`src/rtl/cca_pkg.sv`:
```
package cca_pkg;
   // ---------------------------------------------------------------
   // Counter clock sources
   // ---------------------------------------------------------------
   localparam logic [2:0] SRC_DIV12 = 3'h0;
   localparam logic [2:0] SRC_DIV4 = 3'h1;
   localparam logic [2:0] SRC_T0OVF = 3'h2;
   localparam logic [2:0] SRC_EXT_COUNT = 3'h3;
   localparam logic [2:0] SRC_SYSCLK = 3'h4;
   localparam logic [2:0] SRC_XOSC8 = 3'h5;
   localparam int DIV12 = 12;
   localparam int DIV4 = 4;
   localparam int XOSC_DIV = 8;
   // ---------------------------------------------------------------
   // Module modes
   // ---------------------------------------------------------------
   localparam logic [2:0] MODE_OFF = 3'h0;
   localparam logic [2:0] MODE_CAPTURE = 3'h1;
   localparam logic [2:0] MODE_SWTIMER = 3'h2;
   localparam logic [2:0] MODE_HSOUT = 3'h3;
   localparam logic [2:0] MODE_PWM = 3'h4;
   localparam logic [2:0] MODE_FREQ = 3'h5;
   // ---------------------------------------------------------------
   // Capture edges and PWM widths
   // ---------------------------------------------------------------
   localparam logic [1:0] EDGE_RISE = 2'h1;
   localparam logic [1:0] EDGE_FALL = 2'h2;
   localparam logic [2:0] PWM_8 = 3'h0;
   localparam logic [2:0] PWM_9 = 3'h1;
   localparam logic [2:0] PWM_10 = 3'h2;
   localparam logic [2:0] PWM_11 = 3'h3;
   localparam logic [2:0] PWM_16 = 3'h4;
   // ---------------------------------------------------------------
   // Sizes and reset values
   // ---------------------------------------------------------------
   localparam int NUM_MOD = 3;
   localparam int WD_MOD = 2;
   localparam logic [15:0] WD_RELOAD_RST = 16'hffff;
endpackage : cca_pkg

```
`src/rtl/cca_top.sv`:
```
`timescale 1ns/10ps
`default_nettype none
// Contract
// - One shared 16-bit time base serves three capture/compare modules.
// - Counter clock picks one of six sources: div12, div4, t0, ext, sys, xosc/8.
// - Each module does capture, software timer, fast output, PWM or frequency output.
// - PWM resolution selectable as 8, 9, 10, 11 or 16 bits.
// - Module 2 can also act as a watchdog.
// - After reset module 2 is in watchdog mode and enabled.
// - Module outputs and external count input are offered to the crossbar.
// - Counting stalls while the core is halted by debug.
module cca_top
   import cca_pkg::*;
(
   // Clock and reset
   input wire logic i_sys_clk,
   input wire logic i_nrst,
   // Control from the core
   input wire logic [2:0] i_clk_src,
   input wire logic i_run,
   input wire logic i_debug_halt,
   input wire logic i_t0_overflow,
   input wire logic [3*NUM_MOD-1:0] i_mode,
   input wire logic [2*NUM_MOD-1:0] i_cap_edge,
   input wire logic [3*NUM_MOD-1:0] i_pwm_width,
   input wire logic [16*NUM_MOD-1:0] i_compare,
   input wire logic i_wd_disable,
   input wire logic i_wd_kick,
   // Pins through the crossbar
   input wire logic i_ext_count,
   input wire logic i_xosc,
   input wire logic [NUM_MOD-1:0] i_cap_pin,
   // Outputs
   output logic [NUM_MOD-1:0] o_mod_out,
   output logic [NUM_MOD-1:0] o_match,
   output logic [16*NUM_MOD-1:0] o_capture,
   output logic [15:0] o_count,
   output logic o_wd_enabled,
   output logic o_wd_reset
);
   // ---------------------------------------------------------------
   // Input synchronisers
   // ---------------------------------------------------------------
   logic [NUM_MOD+1:0] sync1;
   logic [NUM_MOD+1:0] sync2;
   logic [NUM_MOD+1:0] sync_old;
   always_ff @(posedge i_sys_clk) begin
      if (!i_nrst) begin
         sync1 <= '0;
         sync2 <= '0;
         sync_old <= '0;
      end else begin
         sync1 <= {i_xosc, i_ext_count, i_cap_pin};
         sync2 <= sync1;
         sync_old <= sync2;
      end
   end
   logic [NUM_MOD+1:0] rise;
   logic [NUM_MOD+1:0] fall;
   assign rise = sync2 & ~sync_old;
   assign fall = ~sync2 & sync_old;

   // ---------------------------------------------------------------
   // Prescalers
   // ---------------------------------------------------------------
   logic [3:0] div_cnt12;
   logic [1:0] div_cnt4;
   logic [2:0] xosc_cnt;
   always_ff @(posedge i_sys_clk) begin
      if (!i_nrst) begin
         div_cnt12 <= '0;
         div_cnt4 <= '0;
         xosc_cnt <= '0;
      end else begin
         div_cnt12 <= (div_cnt12 == 4'(DIV12 - 1)) ? 4'h0 : div_cnt12 + 4'h1;
         div_cnt4 <= div_cnt4 + 2'h1;
         if (rise[NUM_MOD+1]) begin
            xosc_cnt <= xosc_cnt + 3'h1;
         end
      end
   end

   logic tick;
   always_comb begin
      case (i_clk_src)
         SRC_DIV12: tick = (div_cnt12 == 4'(DIV12 - 1));
         SRC_DIV4: tick = (div_cnt4 == 2'(DIV4 - 1));
         SRC_T0OVF: tick = i_t0_overflow;
         SRC_EXT_COUNT: tick = rise[NUM_MOD];
         SRC_SYSCLK: tick = 1'b1;
         SRC_XOSC8: tick = rise[NUM_MOD+1] && (xosc_cnt == 3'(XOSC_DIV - 1));
         default: tick = 1'b0;
      endcase
   end
   logic step;
   assign step = tick && i_run && !i_debug_halt;

   // ---------------------------------------------------------------
   // Time base
   // ---------------------------------------------------------------
   logic [15:0] count;
   always_ff @(posedge i_sys_clk) begin
      if (!i_nrst) begin
         count <= '0;
      end else if (step) begin
         count <= count + 16'h1;
      end
   end
   assign o_count = count;

   function automatic logic [15:0] pwm_mask(input logic [2:0] w);
      case (w)
         PWM_8: pwm_mask = 16'h00ff;
         PWM_9: pwm_mask = 16'h01ff;
         PWM_10: pwm_mask = 16'h03ff;
         PWM_11: pwm_mask = 16'h07ff;
         default: pwm_mask = 16'hffff;
      endcase
   endfunction

   // ---------------------------------------------------------------
   // Capture/compare modules
   // ---------------------------------------------------------------
   logic [NUM_MOD-1:0] freq_arm;
   logic [15:0] freq_next [NUM_MOD];
   for (genvar m = 0; m < NUM_MOD; m++) begin : g_mod
      logic [2:0] mode;
      logic [15:0] cmp;
      logic [15:0] msk;
      logic hit;
      assign mode = i_mode[3*m +: 3];
      assign cmp = i_compare[16*m +: 16];
      assign msk = pwm_mask(i_pwm_width[3*m +: 3]);
      assign hit = step && ((count + 16'h1) == cmp);
      always_ff @(posedge i_sys_clk) begin
         if (!i_nrst) begin
            o_mod_out[m] <= 1'b0;
            o_match[m] <= 1'b0;
            o_capture[16*m +: 16] <= '0;
            freq_next[m] <= '0;
            freq_arm[m] <= 1'b0;
         end else begin
            o_match[m] <= 1'b0;
            case (mode)
               MODE_CAPTURE: begin
                  if ((i_cap_edge[2*m] && rise[m]) || (i_cap_edge[2*m+1] && fall[m])) begin
                     o_capture[16*m +: 16] <= count;
                     o_match[m] <= 1'b1;
                  end
               end
               MODE_SWTIMER: o_match[m] <= hit;
               MODE_HSOUT: begin
                  o_match[m] <= hit;
                  if (hit) begin
                     o_mod_out[m] <= ~o_mod_out[m];
                  end
               end
               MODE_PWM: o_mod_out[m] <= ((count & msk) >= (cmp & msk));
               MODE_FREQ: begin
                  if (!freq_arm[m]) begin
                     freq_next[m] <= count + {8'h00, cmp[7:0]};
                     freq_arm[m] <= 1'b1;
                  end else if (step && (count + 16'h1) == freq_next[m]) begin
                     o_mod_out[m] <= ~o_mod_out[m];
                     freq_next[m] <= freq_next[m] + {8'h00, cmp[7:0]};
                  end
               end
               default: o_mod_out[m] <= 1'b0;
            endcase
            if (mode != MODE_FREQ) begin
               freq_arm[m] <= 1'b0;
            end
         end
      end
   end

   // ---------------------------------------------------------------
   // Watchdog on module 2
   // ---------------------------------------------------------------
   logic [15:0] wd_limit;
   logic wd_hit;
   assign wd_hit = o_wd_enabled && step && ((count + 16'h1) == wd_limit);
   always_ff @(posedge i_sys_clk) begin
      if (!i_nrst) begin
         o_wd_enabled <= 1'b1;
         o_wd_reset <= 1'b0;
         wd_limit <= WD_RELOAD_RST;
      end else begin
         o_wd_reset <= wd_hit;
         if (i_wd_disable) begin
            o_wd_enabled <= 1'b0;
         end
         if (i_wd_kick) begin
            wd_limit <= count + i_compare[16*WD_MOD +: 16];
         end
      end
   end
   // crossbar signals are o_mod_out and the raw i_ext_count pin, synchronised only inside this block.

   // ---------------------------------------------------------------
   // Checks
   // ---------------------------------------------------------------
   // wrap
   a_count_step: assert property (@(posedge i_sys_clk) disable iff (!i_nrst)
      step |=> count == $past(count) + 16'h1) else $error("count did not step");
   a_debug_stall: assert property (@(posedge i_sys_clk) disable iff (!i_nrst)
      i_debug_halt |=> count == $past(count)) else $error("count moved in halt");
   a_count_hold: assert property (@(posedge i_sys_clk) disable iff (!i_nrst)
      !step |=> $stable(count)) else $error("count moved without event");
   a_sysclk_src: assert property (@(posedge i_sys_clk) disable iff (!i_nrst)
      (i_clk_src == SRC_SYSCLK && i_run && !i_debug_halt) |-> step)
      else $error("sysclk source missed");
   // divide by four
   // Software may change the source right after a step, so only divide-by-four ticks count.
   a_div4_src: assert property (@(posedge i_sys_clk) disable iff (!i_nrst)
      (i_clk_src == SRC_DIV4 && step) |=> (i_clk_src != SRC_DIV4 || !tick)[*3])
      else $error("div4 too fast");
   a_wd_reset_on: assert property (@(posedge i_sys_clk)
      !i_nrst |=> o_wd_enabled) else $error("watchdog off after reset");
   a_wd_fire: assert property (@(posedge i_sys_clk) disable iff (!i_nrst)
      wd_hit |=> o_wd_reset) else $error("watchdog did not fire");
   a_capture_val: assert property (@(posedge i_sys_clk) disable iff (!i_nrst)
      (i_mode[2:0] == MODE_CAPTURE &&
      ((i_cap_edge[0] && rise[0]) || (i_cap_edge[1] && fall[0])))
      |=> o_capture[15:0] == $past(count)) else $error("capture wrong");
   a_pwm8_out: assert property (@(posedge i_sys_clk) disable iff (!i_nrst)
      (i_mode[2:0] == MODE_PWM && i_pwm_width[2:0] == PWM_8)
      |=> o_mod_out[0] == ($past(count[7:0]) >= $past(i_compare[7:0])))
      else $error("pwm8 wrong");
   c_wrap: cover property (@(posedge i_sys_clk) step && count == 16'hffff);
   c_wd_fire: cover property (@(posedge i_sys_clk) o_wd_reset);
   c_capture: cover property (@(posedge i_sys_clk) o_match[0] && i_mode[2:0] == MODE_CAPTURE);
   c_halt: cover property (@(posedge i_sys_clk) tick && i_debug_halt);
endmodule // cca_top
`default_nettype wire

```
`config.mk`:
```
export PLATFORM = sky130hd
export DESIGN_NAME = cca_top
export DESIGN_NICKNAME = d
export VERILOG_FILES = /design/src/rtl/cca_pkg.sv /design/src/rtl/cca_top.sv
export SDC_FILE = /design/constraint.sdc
export NUM_CORES = 1
export LEC_CHECK = 0
export ABC_AREA = 1
export BUFFER_PORTS_ARGS = -buffer_cell sky130_fd_sc_hd__buf_2
export CORE_UTILIZATION = 41
export CTS_BUF_LIST = sky130_fd_sc_hd__clkbuf_2
export CTS_CLUSTER_SIZE = 14
export DETAILED_ROUTE_END_ITERATION = 6
export GPL_TIMING_DRIVEN = 0
export PLACE_DENSITY = 0.63
export SYNTH_ARGS = -nofsm -noshare
export SYNTH_HDL_FRONTEND = slang
export SYNTH_SLANG_ARGS = --single-unit
```
`constraint.sdc`:
```
create_clock -name i_sys_clk -period 4.8 [get_ports i_sys_clk]
set_input_delay 0.24 -clock i_sys_clk [delete_from_list [all_inputs] [get_ports i_sys_clk]]
set_output_delay 0.24 -clock i_sys_clk [all_outputs]
set_load 0.05 [all_outputs]
```
==> flow_summary.json, run 1 <==
{
  "final_common_cell": "nand2_1",
  "ioPinCount": 159,
  "worst_slack_ns": 0.3804,
  "initial_core_util_pct": 41.87,
  "min_from": "i_compare[34]",
  "h-tree-depth": 4,
  "portBuffers": 158,
  "die_area_um2": 31050,
  "maxSlewHeadroom_pct": 28.27,
  "crit_slowest_cell": "dfxtp_4",
  "clk_pin_slew_ns": 0.29,
  "setup_tns_ns": 0,
  "hold_end": "wd_limit[3]",
  "r2r_start": "o_count[3]",
  "core-area_um2": 29720,
  "min_period_ns": 4.420,
  "drive_gt1_share_pct": 15.91,
  "overflow": 0,
  "tightest_slew_ns": 1.076,
  "grt_usage_pct": 27.74,
  "p_leak_uw": 0.007423,
  "totalWireLength_um": 43010,
  "drtPass1Iterations": 5,
  "crit_path_max_incr_delay_ns": 0.43,
  "worstReg2RegEnd": "freq_next[2][12]",
  "ys_seq_area_share_pct": 30.09,
  "cp_data_arrival_time_ns": 5.08,
  "ant_nets": 0,
  "peakVddDrop_v": 0.0001497,
  "die_y_um": 176.2,
  "synth_cell_types": 47,
  "grt_pass1_vias": 12230,
  "syn_area_um2": 12440,
  "r2r_cells": 31,
  "power_density_nw_per_um2": 211.5,
  "fp.dieW_um": 176.2,
  "setup_viol_count_final": 0,
  "start_kind": "register",
  "path_max_fanout": 10,
  "skew_ns": 0.06568,
  "synth_flop_cell": "dfxtp_1",
  "clk_latency_ns": 0.83,
  "end_kind": "register",
  "finalNetCount": 2262,
  "clockBufferDepth": 2,
  "critPathMostFrequentCell": "nand2_1",
  "status": "completed",
  "hpwl_um": 34140,
  "required_ns": 5.46,
  "r2r_slack_ns": 0.38,
  "fmax_mhz": 226.3,
  "synth_warnings": 0,
  "timing.final.crit_share_pct": 92.07,
  "place_worst_setup_slack_ns": -0.6259,
  "critPathKind": "reg2reg",
  "cts_tree": "built",
  "syn2layout_area_growth_pct": 20.02,
  "grt_pass1_wl_um": 65810,
  "synth_nets": 1999,
  "drt_iter0_markers": 953,
  "most-common-layout-cells": "nand2_1 (370), inv_1 (235), a21oi_1 (170), nor2_1 (164), o21ai_0 (162)",
  "row_count": 63,
  "hold_depth": 5,
  "drcViolationCount": 0,
  "synthCells": 1798,
  "antenna_found_initial": 1,
  "synth.avg_cell_area_um2": 6.920,
  "vias": 13080,
  "synth_edf_count": 48,
  "hold_path.class": "in2reg",
  "max_cap_viol_count": 0,
  "grt_max_degree": 19,
  "async_flop_share_pct": 0,
  "gp_congestion": 0.9251,
  "hold_viol": 0,
  "wl_per_cell_um": 17.45,
  "via_per_inst": 5.306,
  "cts_buffers": 17,
  "cts_sinks": 163,
  "drv_slew": 0,
  "cts_root_buf": "clkbuf_2",
  "synth-seq-cells": 163
}
-- repair_timing --
action / 4_1_cts / 5_1_grt
setup buffers: 1 / 44
hold buffers: 43 / 0
pin swaps: 2 / 11
endpoints found under the hold margin: 52 / 0
resized for setup: 18 / 53
endpoints found under the setup margin: 10 / 8
-- final cells by class --
cell class,count,area (um^2)
repair buffers,246,1572
inverters,243,932.1
clock buffers,17,85.08
clock inverters,15,162.7
multi-input cells,1349,7709
fillers,3048,14780
well taps,390,488.0
plain buffers,41,190.2
flip-flops and latches,163,3792
diodes,1,2.502
-- state kept, by name, indices dropped and copies added, names as in the netlist --
signal / count
freq_next: 48
o_capture: 48
o_count: 16
wd_limit: 16
sync1: 5
sync2: 5
sync_old: 5
div_cnt12: 4
freq_arm: 3
o_match: 3
o_mod_out: 3
xosc_cnt: 3
div_cnt4: 2
o_wd_enabled: 1
o_wd_reset: 1
-- synth_stat cells (7+ instances only) --
library cell / n / area, um^2
o21ai_0: 164 / 820.8
inv_1: 238 / 893.4
o22ai_1: 9 / 56.30
nor3_1: 27 / 135.1
nand3_1: 95 / 475.5
ha_1: 108 / 1351
nand2_2: 11 / 68.82
nand4_1: 29 / 181.4
nand2_1: 378 / 1419
xnor2_1: 20 / 175.2
nor4_1: 15 / 93.84
a21oi_1: 170 / 850.8
clkbuf_1: 35 / 131.4
nand2_4: 7 / 78.83
or2_2: 17 / 106.4
o31ai_1: 8 / 60.06
xor2_1: 57 / 499.2
edfxtp_1: 48 / 1441
a211oi_1: 7 / 52.55
dfxtp_1: 115 / 2302
nor2_1: 169 / 634.4
-- metal layers --
layer	track usage, %	share of wire (%)	up-vias
met4	9.638	3.4	0
met3	2.864	5.6	82
li1	-	-	6519
met5	0	0	-
met1	36.18	45	6082
met2	47.39	46	396
-- critical path: cells and delay by family, from the launching register on --
family / cells / cell delay (ns)
AOI/OAI and AO/OA: 5 / 0.58
adders and majority gates: 2 / 0.62
buffers and inverters: 6 / 0.88
DFF: 1 / 0.43
and+or+nand+nor: 18 / 1.78
-- power breakdown --
group | switching, uW | total [uW] | internal [uW]
clock network | 629 | 805 | 177
registers | 52.3 | 1530 | 1480
logic | 528 | 823 | 296
total | 1210 | 3160 | 1950
-- per-stage QoR --
| step | std cells | util (%) | instance area [um^2] | hold WS, ns | total power, uW |
|---|---|---|---|---|---|
| after floorplan | 1798 | - | 12440 | 0.3376 | 2058 |
| after global placement | 2346 | 46.17 | 13720 | 0.3923 | 2297 |
| after detailed placement | 2346 | 46.17 | 13720 | 0.4007 | 2311 |
| after CTS | 2421 | 48.59 | 14440 | 0.0002300 | 3130 |
| after global routing | 2465 | 50.25 | 14930 | 0.03521 | 3312 |
| final | 2465 | 50.25 | 14930 | 0.005157 | 3159 |
-- logic make-up (layout without fill, tap and decap cells) --
kind of cell / Yosys count / in the layout / synth area share (%)
compound gates: 388 / 388 / 16.70
simple gates: 770 / 770 / 27.14
fa+ha+maj: 114 / 114 / 11.83
other cells: 0 / 1 / 0
buf+inv: 286 / 562 / 8.819
xor+xnor: 77 / 77 / 5.420
flops: 163 / 163 / 30.09
-- how the worst max path moves through the flow --
stage | slack (ns) | endpoint | from | depth (start not counted)
2_1_floorplan | 0.13 | freq_next[2][10] | o_count[1] | 31
3_3_place_gp | -0.51 | freq_next[2][10] | o_count[1] | 29
3_5_place_dp | -0.63 | freq_next[2][14] | o_count[1] | 30
4_1_cts | 0.02 | freq_next[2][10] | o_count[0] | 32
5_1_grt | -0.03 | freq_next[2][12] | o_count[0] | 34
6_report | 0.38 | freq_next[2][12] | o_count[3] | 31
Power figures use the tool's default switching activity.
==> inputs of run 2 (changes only) <==
==> constraint.sdc (replaced) <==
create_clock -name i_sys_clk -period 4.8 [get_ports i_sys_clk]
set_input_delay 0.96 -clock i_sys_clk [delete_from_list [all_inputs] [get_ports i_sys_clk]]
set_output_delay 0.96 -clock i_sys_clk [all_outputs]
set_load 0.05 [all_outputs]
==> run 2 against run 1 <==
  * Worst setup slack got worse by 0.029 ns
  * Non-clock buffer count shrank 42
  * Flip-flop and latch count unchanged
  * Sequential share of layout area is 0.74 points higher
  * Maximum frequency down 0.65%
  * Clock skew decreased by 0.0014 ns
  * Global-route usage shrank 0.13 points
  * Critical endpoint unchanged
==> flow_summary.json, run 2 (synthesis results as in run 1) <==
{
  "ioPinCount": 159,
  "wl_per_cell_um": 17.67,
  "dp.cells": 2346,
  "drv_slew": 0,
  "cts_buffers": 17,
  "setup_tns_ns": 0,
  "grt_pass1_wl_um": 65360,
  "fp.dieW_um": 176.2,
  "power_density_nw_per_um2": 215.6,
  "cp_data_arrival_time_ns": 5.10,
  "core-area_um2": 29720,
  "most-common-layout-cells": "nand2_1 (370), inv_1 (235), a21oi_1 (170), nor2_1 (164), o21ai_0 (162)",
  "fmax_mhz": 224.8,
  "max_cap_viol_count": 0,
  "hpwl_um": 34140,
  "initial_core_util_pct": 41.87,
  "hold_viol": 0,
  "start_kind": "register",
  "grt_usage_pct": 27.61,
  "critPathMostFrequentCell": "nand2_1",
  "portBuffers": 158,
  "path_max_fanout": 10,
  "die_area_um2": 31050,
  "via_per_inst": 5.339,
  "final_cells": 2423,
  "gp_congestion": 0.9251,
  "ant_nets": 0,
  "skew_ns": 0.06431,
  "dpl_cell_area_um2": 13720,
  "min_period_ns": 4.449,
  "filler_cell_count": 3078,
  "cts_sinks": 163,
  "cp.buffers_inverters": 6,
  "grt_max_degree": 19,
  "cts_tree": "built",
  "row_count": 63,
  "end_kind": "register",
  "maxSlewHeadroom_pct": 28.86,
  "cts_hold_buf": 0,
  "antenna_found_initial": 1,
  "clk_pin_slew_ns": 0.32,
  "crit_family": "simple AND/OR/NAND/NOR gates",
  "clockBufferDepth": 2,
  "required_ns": 5.45,
  "crit_path_max_incr_delay_ns": 0.43,
  "crit_slowest_cell": "dfxtp_4",
  "tightest_slew_ns": 1.067,
  "drive_gt1_share_pct": 16.29,
  "overflow": 0,
  "setup_viol_count_final": 0,
  "final_cell_area_um2": 14510,
  "finalNetCount": 2220,
  "die_y_um": 176.2,
  "timing.final.crit_share_pct": 92.68,
  "p_leak_uw": 0.007236,
  "fin_util_pct": 48.83,
  "clk_latency_ns": 0.82,
  "hold_slack_ns": 0.2908,
  "reg_top3": "freq_next (48), o_capture (48)",
  "h-tree-depth": 4,
  "status": "completed",
  "critPathKind": "reg2reg",
  "vias": 12940,
  "peakVddDrop_v": 0.0001454,
  "hold_path.class": "in2reg",
  "drtPass1Iterations": 5,
  "grt_pass1_vias": 12050,
  "syn2layout_area_growth_pct": 16.62,
  "totalWireLength_um": 42810,
  "cts_root_buf": "clkbuf_2",
  "drcViolationCount": 0,
  "drt_iter0_markers": 972,
  "final_common_cell": "nand2_1"
}
==> run 2: final cells by class <==
| class | count | area (um^2) | area share [%] |
|---|---|---|---|
| Sequential cell | 163 | 3792 | 26.14 |
| Multi-Input combinational cell | 1349 | 7709 | 53.13 |
| Tap cell | 390 | 488.0 | 3.363 |
| Buffer | 41 | 190.2 | 1.311 |
| Antenna cell | 1 | 2.502 | 0.01725 |
| Clock buffer | 17 | 85.08 | 0.5864 |
| Inverter | 243 | 932.1 | 6.424 |
| Timing Repair Buffer | 204 | 1149 | 7.916 |
| Clock inverter | 15 | 162.7 | 1.121 |
==> run 2: worst register-to-register path: cells and delay by family (launching register included) <==
kind / cells / cell delay [ns]
simple gates: 18 / 1.78
buf+inv: 6 / 0.89
fa+ha+maj: 2 / 0.62
compound gates: 5 / 0.59
flops: 1 / 0.43
==> run 2: path summary, 6_finish.rpt <==
kind	depth (start not counted)	end	startpoint	slack, ns
worst max-delay path	31	freq_next[2][12]	o_count[3]	0.35
worst min-delay path	3	sync1[3]	i_ext_count	0.29
worst max register to register	31	freq_next[2][12]	o_count[3]	0.35
worst min register to register	2	sync2[4]	sync1[4]	0.43
==> run 2: power by group <==
part / internal (uW) / switching [uW] / total, uW
Clock: 177 / 625 / 802
Sequential: 1480 / 51.7 / 1530
Combinational: 273 / 523 / 796
==> run 2: routing by layer <==
| layer | vias up | global-route usage [%] | wire length, um |
|---|---|---|---|
| met1 | 6043 | 35.96 | 18900 |
| met5 | - | 0 | 0 |
| met4 | 0 | 9.420 | 1328 |
| met2 | 393 | 47.13 | 20030 |
| met3 | 74 | 3.101 | 2551 |
| li1 | 6426 | - | - |
==> run 2: what timing repair did <==
| item | in CTS | in global routing |
|---|---|---|
| hold endpoints to repair | 0 | 0 |
| endpoints found under the setup margin | 10 | 8 |
| pin swaps | 2 | 11 |
| buffers inserted | 1 | 45 |
| resized for setup | 18 | 53 |
==> run 2: through the flow <==
step,power (uW),setup slack (ns)
2_1_floorplan,2058,0.1305
3_3_place_gp,2297,-0.5103
3_5_place_dp,2311,-0.6259
4_1_cts,3103,0.02216
5_1_grt,3282,-0.03390
6_report,3128,0.3513
==> inputs of run 3 (changes only) <==
--- a/config.mk
+++ b/config.mk
@@ -6,6 +6,7 @@
 export NUM_CORES = 1
 export LEC_CHECK = 0
 export ABC_AREA = 1
+export ABC_CLOCK_PERIOD_IN_PS = 4490
 export BUFFER_PORTS_ARGS = -buffer_cell sky130_fd_sc_hd__buf_2
 export CORE_UTILIZATION = 41
 export CTS_BUF_LIST = sky130_fd_sc_hd__clkbuf_2
==> constraint.sdc (replaced) <==
create_clock -name i_sys_clk -period 4.49 [get_ports i_sys_clk]
set_input_delay 0.898 -clock i_sys_clk [delete_from_list [all_inputs] [get_ports i_sys_clk]]
set_output_delay 0.898 -clock i_sys_clk [all_outputs]
set_load 0.05 [all_outputs]
==> run 3 against run 2 <==
  * Sequential power is 7% higher
  * First-iteration DRC count increased by 9.4%
  * Clock skew down 0.0085 ns
  * Critical path depth is 2 lower
  * Cell count is 0.78% higher
  * Critical path type unchanged
  * Critical endpoint is now freq_next[2][11]
==> flow_summary.json, run 3 (synthesis results as in run 1) <==
{
  "drcViolationCount": 0,
  "dp.cells": 2346,
  "critPathKind": "reg2reg",
  "crit_path_max_incr_delay_ns": 0.45,
  "status": "completed",
  "power.total_uw": 3352,
  "hold_path.class": "in2reg",
  "grt_max_degree": 17,
  "totalWireLength_um": 43710,
  "path_max_fanout": 10,
  "clk_latency_ns": 0.78,
  "grt_pass1_vias": 12220,
  "overflow": 0,
  "hold_viol": 0,
  "vias": 13060,
  "drt_iter0_markers": 1063,
  "syn2layout_area_growth_pct": 18.93,
  "worst_slack_ns": 0.2199,
  "wl_per_cell_um": 17.90,
  "die_area_um2": 31050,
  "hpwl_um": 34200,
  "via_per_inst": 5.348,
  "min_period_ns": 4.270,
  "skew_ns": 0.05582,
  "p_leak_uw": 0.007391,
  "place_worst_setup_slack_ns": -0.7760,
  "portBuffers": 158,
  "drive_gt1_share_pct": 18.33,
  "power_density_nw_per_um2": 226.5,
  "clockBufferDepth": 2,
  "max_cap_viol_count": 0,
  "cp_data_arrival_time_ns": 4.88,
  "timing.final.crit_share_pct": 95.10,
  "cts_tree": "built",
  "most-common-layout-cells": "nand2_1 (362), inv_1 (231), a21oi_1 (167), nor2_1 (160), buf_2 (159)",
  "fin_util_pct": 49.79,
  "cts_buffers": 17,
  "ant_nets": 0,
  "hold_slack_ns": 0.2699,
  "finalNetCount": 2239,
  "final_common_cell": "nand2_1",
  "cts_sinks": 163,
  "start_kind": "register",
  "gp_congestion": 0.9296,
  "final_cells": 2442,
  "critPathMostFrequentCell": "nand2_1",
  "cts_root_buf": "clkbuf_2",
  "clk_pin_slew_ns": 0.30,
  "initial_core_util_pct": 41.87,
  "grt_pass1_wl_um": 66650,
  "peakVddDrop_v": 0.0001615,
  "row_count": 63,
  "reg_top3": "freq_next (48), o_capture (48)",
  "drv_slew": 0,
  "crit_slowest_cell": "dfxtp_4",
  "die_y_um": 176.2,
  "ioPinCount": 159,
  "setup_viol_count_final": 0,
  "maxSlewHeadroom_pct": 34.95,
  "tightest_slew_ns": 0.9757,
  "end_kind": "register",
  "antenna_found_initial": 1,
  "required_ns": 5.10,
  "fmax_mhz": 234.2,
  "grt_usage_pct": 27.99,
  "core-area_um2": 29720,
  "drtPass1Iterations": 7,
  "fp.dieW_um": 176.2,
  "h-tree-depth": 4
}
run 3: repair_timing:
item                       CTS  global route
hold buffers                 0             0
buffers inserted            18            47
pin swaps                    5            30
setup endpoints to repair   10             9
gates resized for setup     51            72
run 3: critical path, delay by kind of cell (launching register included):
family | cells | cell delay [ns]
AO/OA/AOI/OAI | 6 | 0.83
adder cells (fa/ha/maj) | 2 | 0.50
buffers and inverters | 2 | 0.29
flip-flops | 1 | 0.45
AND/OR/NAND/NOR | 19 | 2.03
run 3: path summary, 6_finish.rpt:
| kind | to | cells past startpoint | slack (ns) | from |
|---|---|---|---|---|
| worst max-delay path | freq_next[2][11] | 29 | 0.22 | o_count[0] |
| worst min-delay path | sync1[4] | 3 | 0.27 | i_xosc |
| worst min register to register | sync2[3] | 2 | 0.44 | sync1[3] |
| worst max register to register | freq_next[2][11] | 29 | 0.22 | o_count[0] |
run 3: area by class of cell:
cell class / instances / area [um^2]
fill: 3001 / 14920
multi-input combinational: 1349 / 7823
sequential: 163 / 3797
timing repair buffer: 223 / 1299
inverter: 243 / 949.7
tap: 390 / 488.0
buffer: 41 / 205.2
clock inverter: 15 / 147.6
clock buffer: 17 / 85.08
antenna: 1 / 2.502
run 3: metal layers:
layer	share of wire, %	wire length, um	global-route usage (%)	vias up
li1	-	-	-	6469
met2	47	20720	47.65	465
met3	6.6	2874	3.445	71
met1	43	18930	36.67	6055
met5	0	0	0	-
met4	2.7	1189	8.696	0
run 3: power breakdown:
part | leakage (uW) | switching (uW) | internal [uW]
clock | 0.000146 | 624 | 218
combinational | 0.00579 | 572 | 303
sequential | 0.00145 | 56.4 | 1580
total | 0.00739 | 1250 | 2100
run 3: stage by stage:
step	TNS, ns	instance area [um^2]
final	0	14800
after global routing	-0.3925	14800
after CTS	0	14210
after detailed placement	-5.908	13720
after global placement	-5.159	13720
after floorplan	0	12440
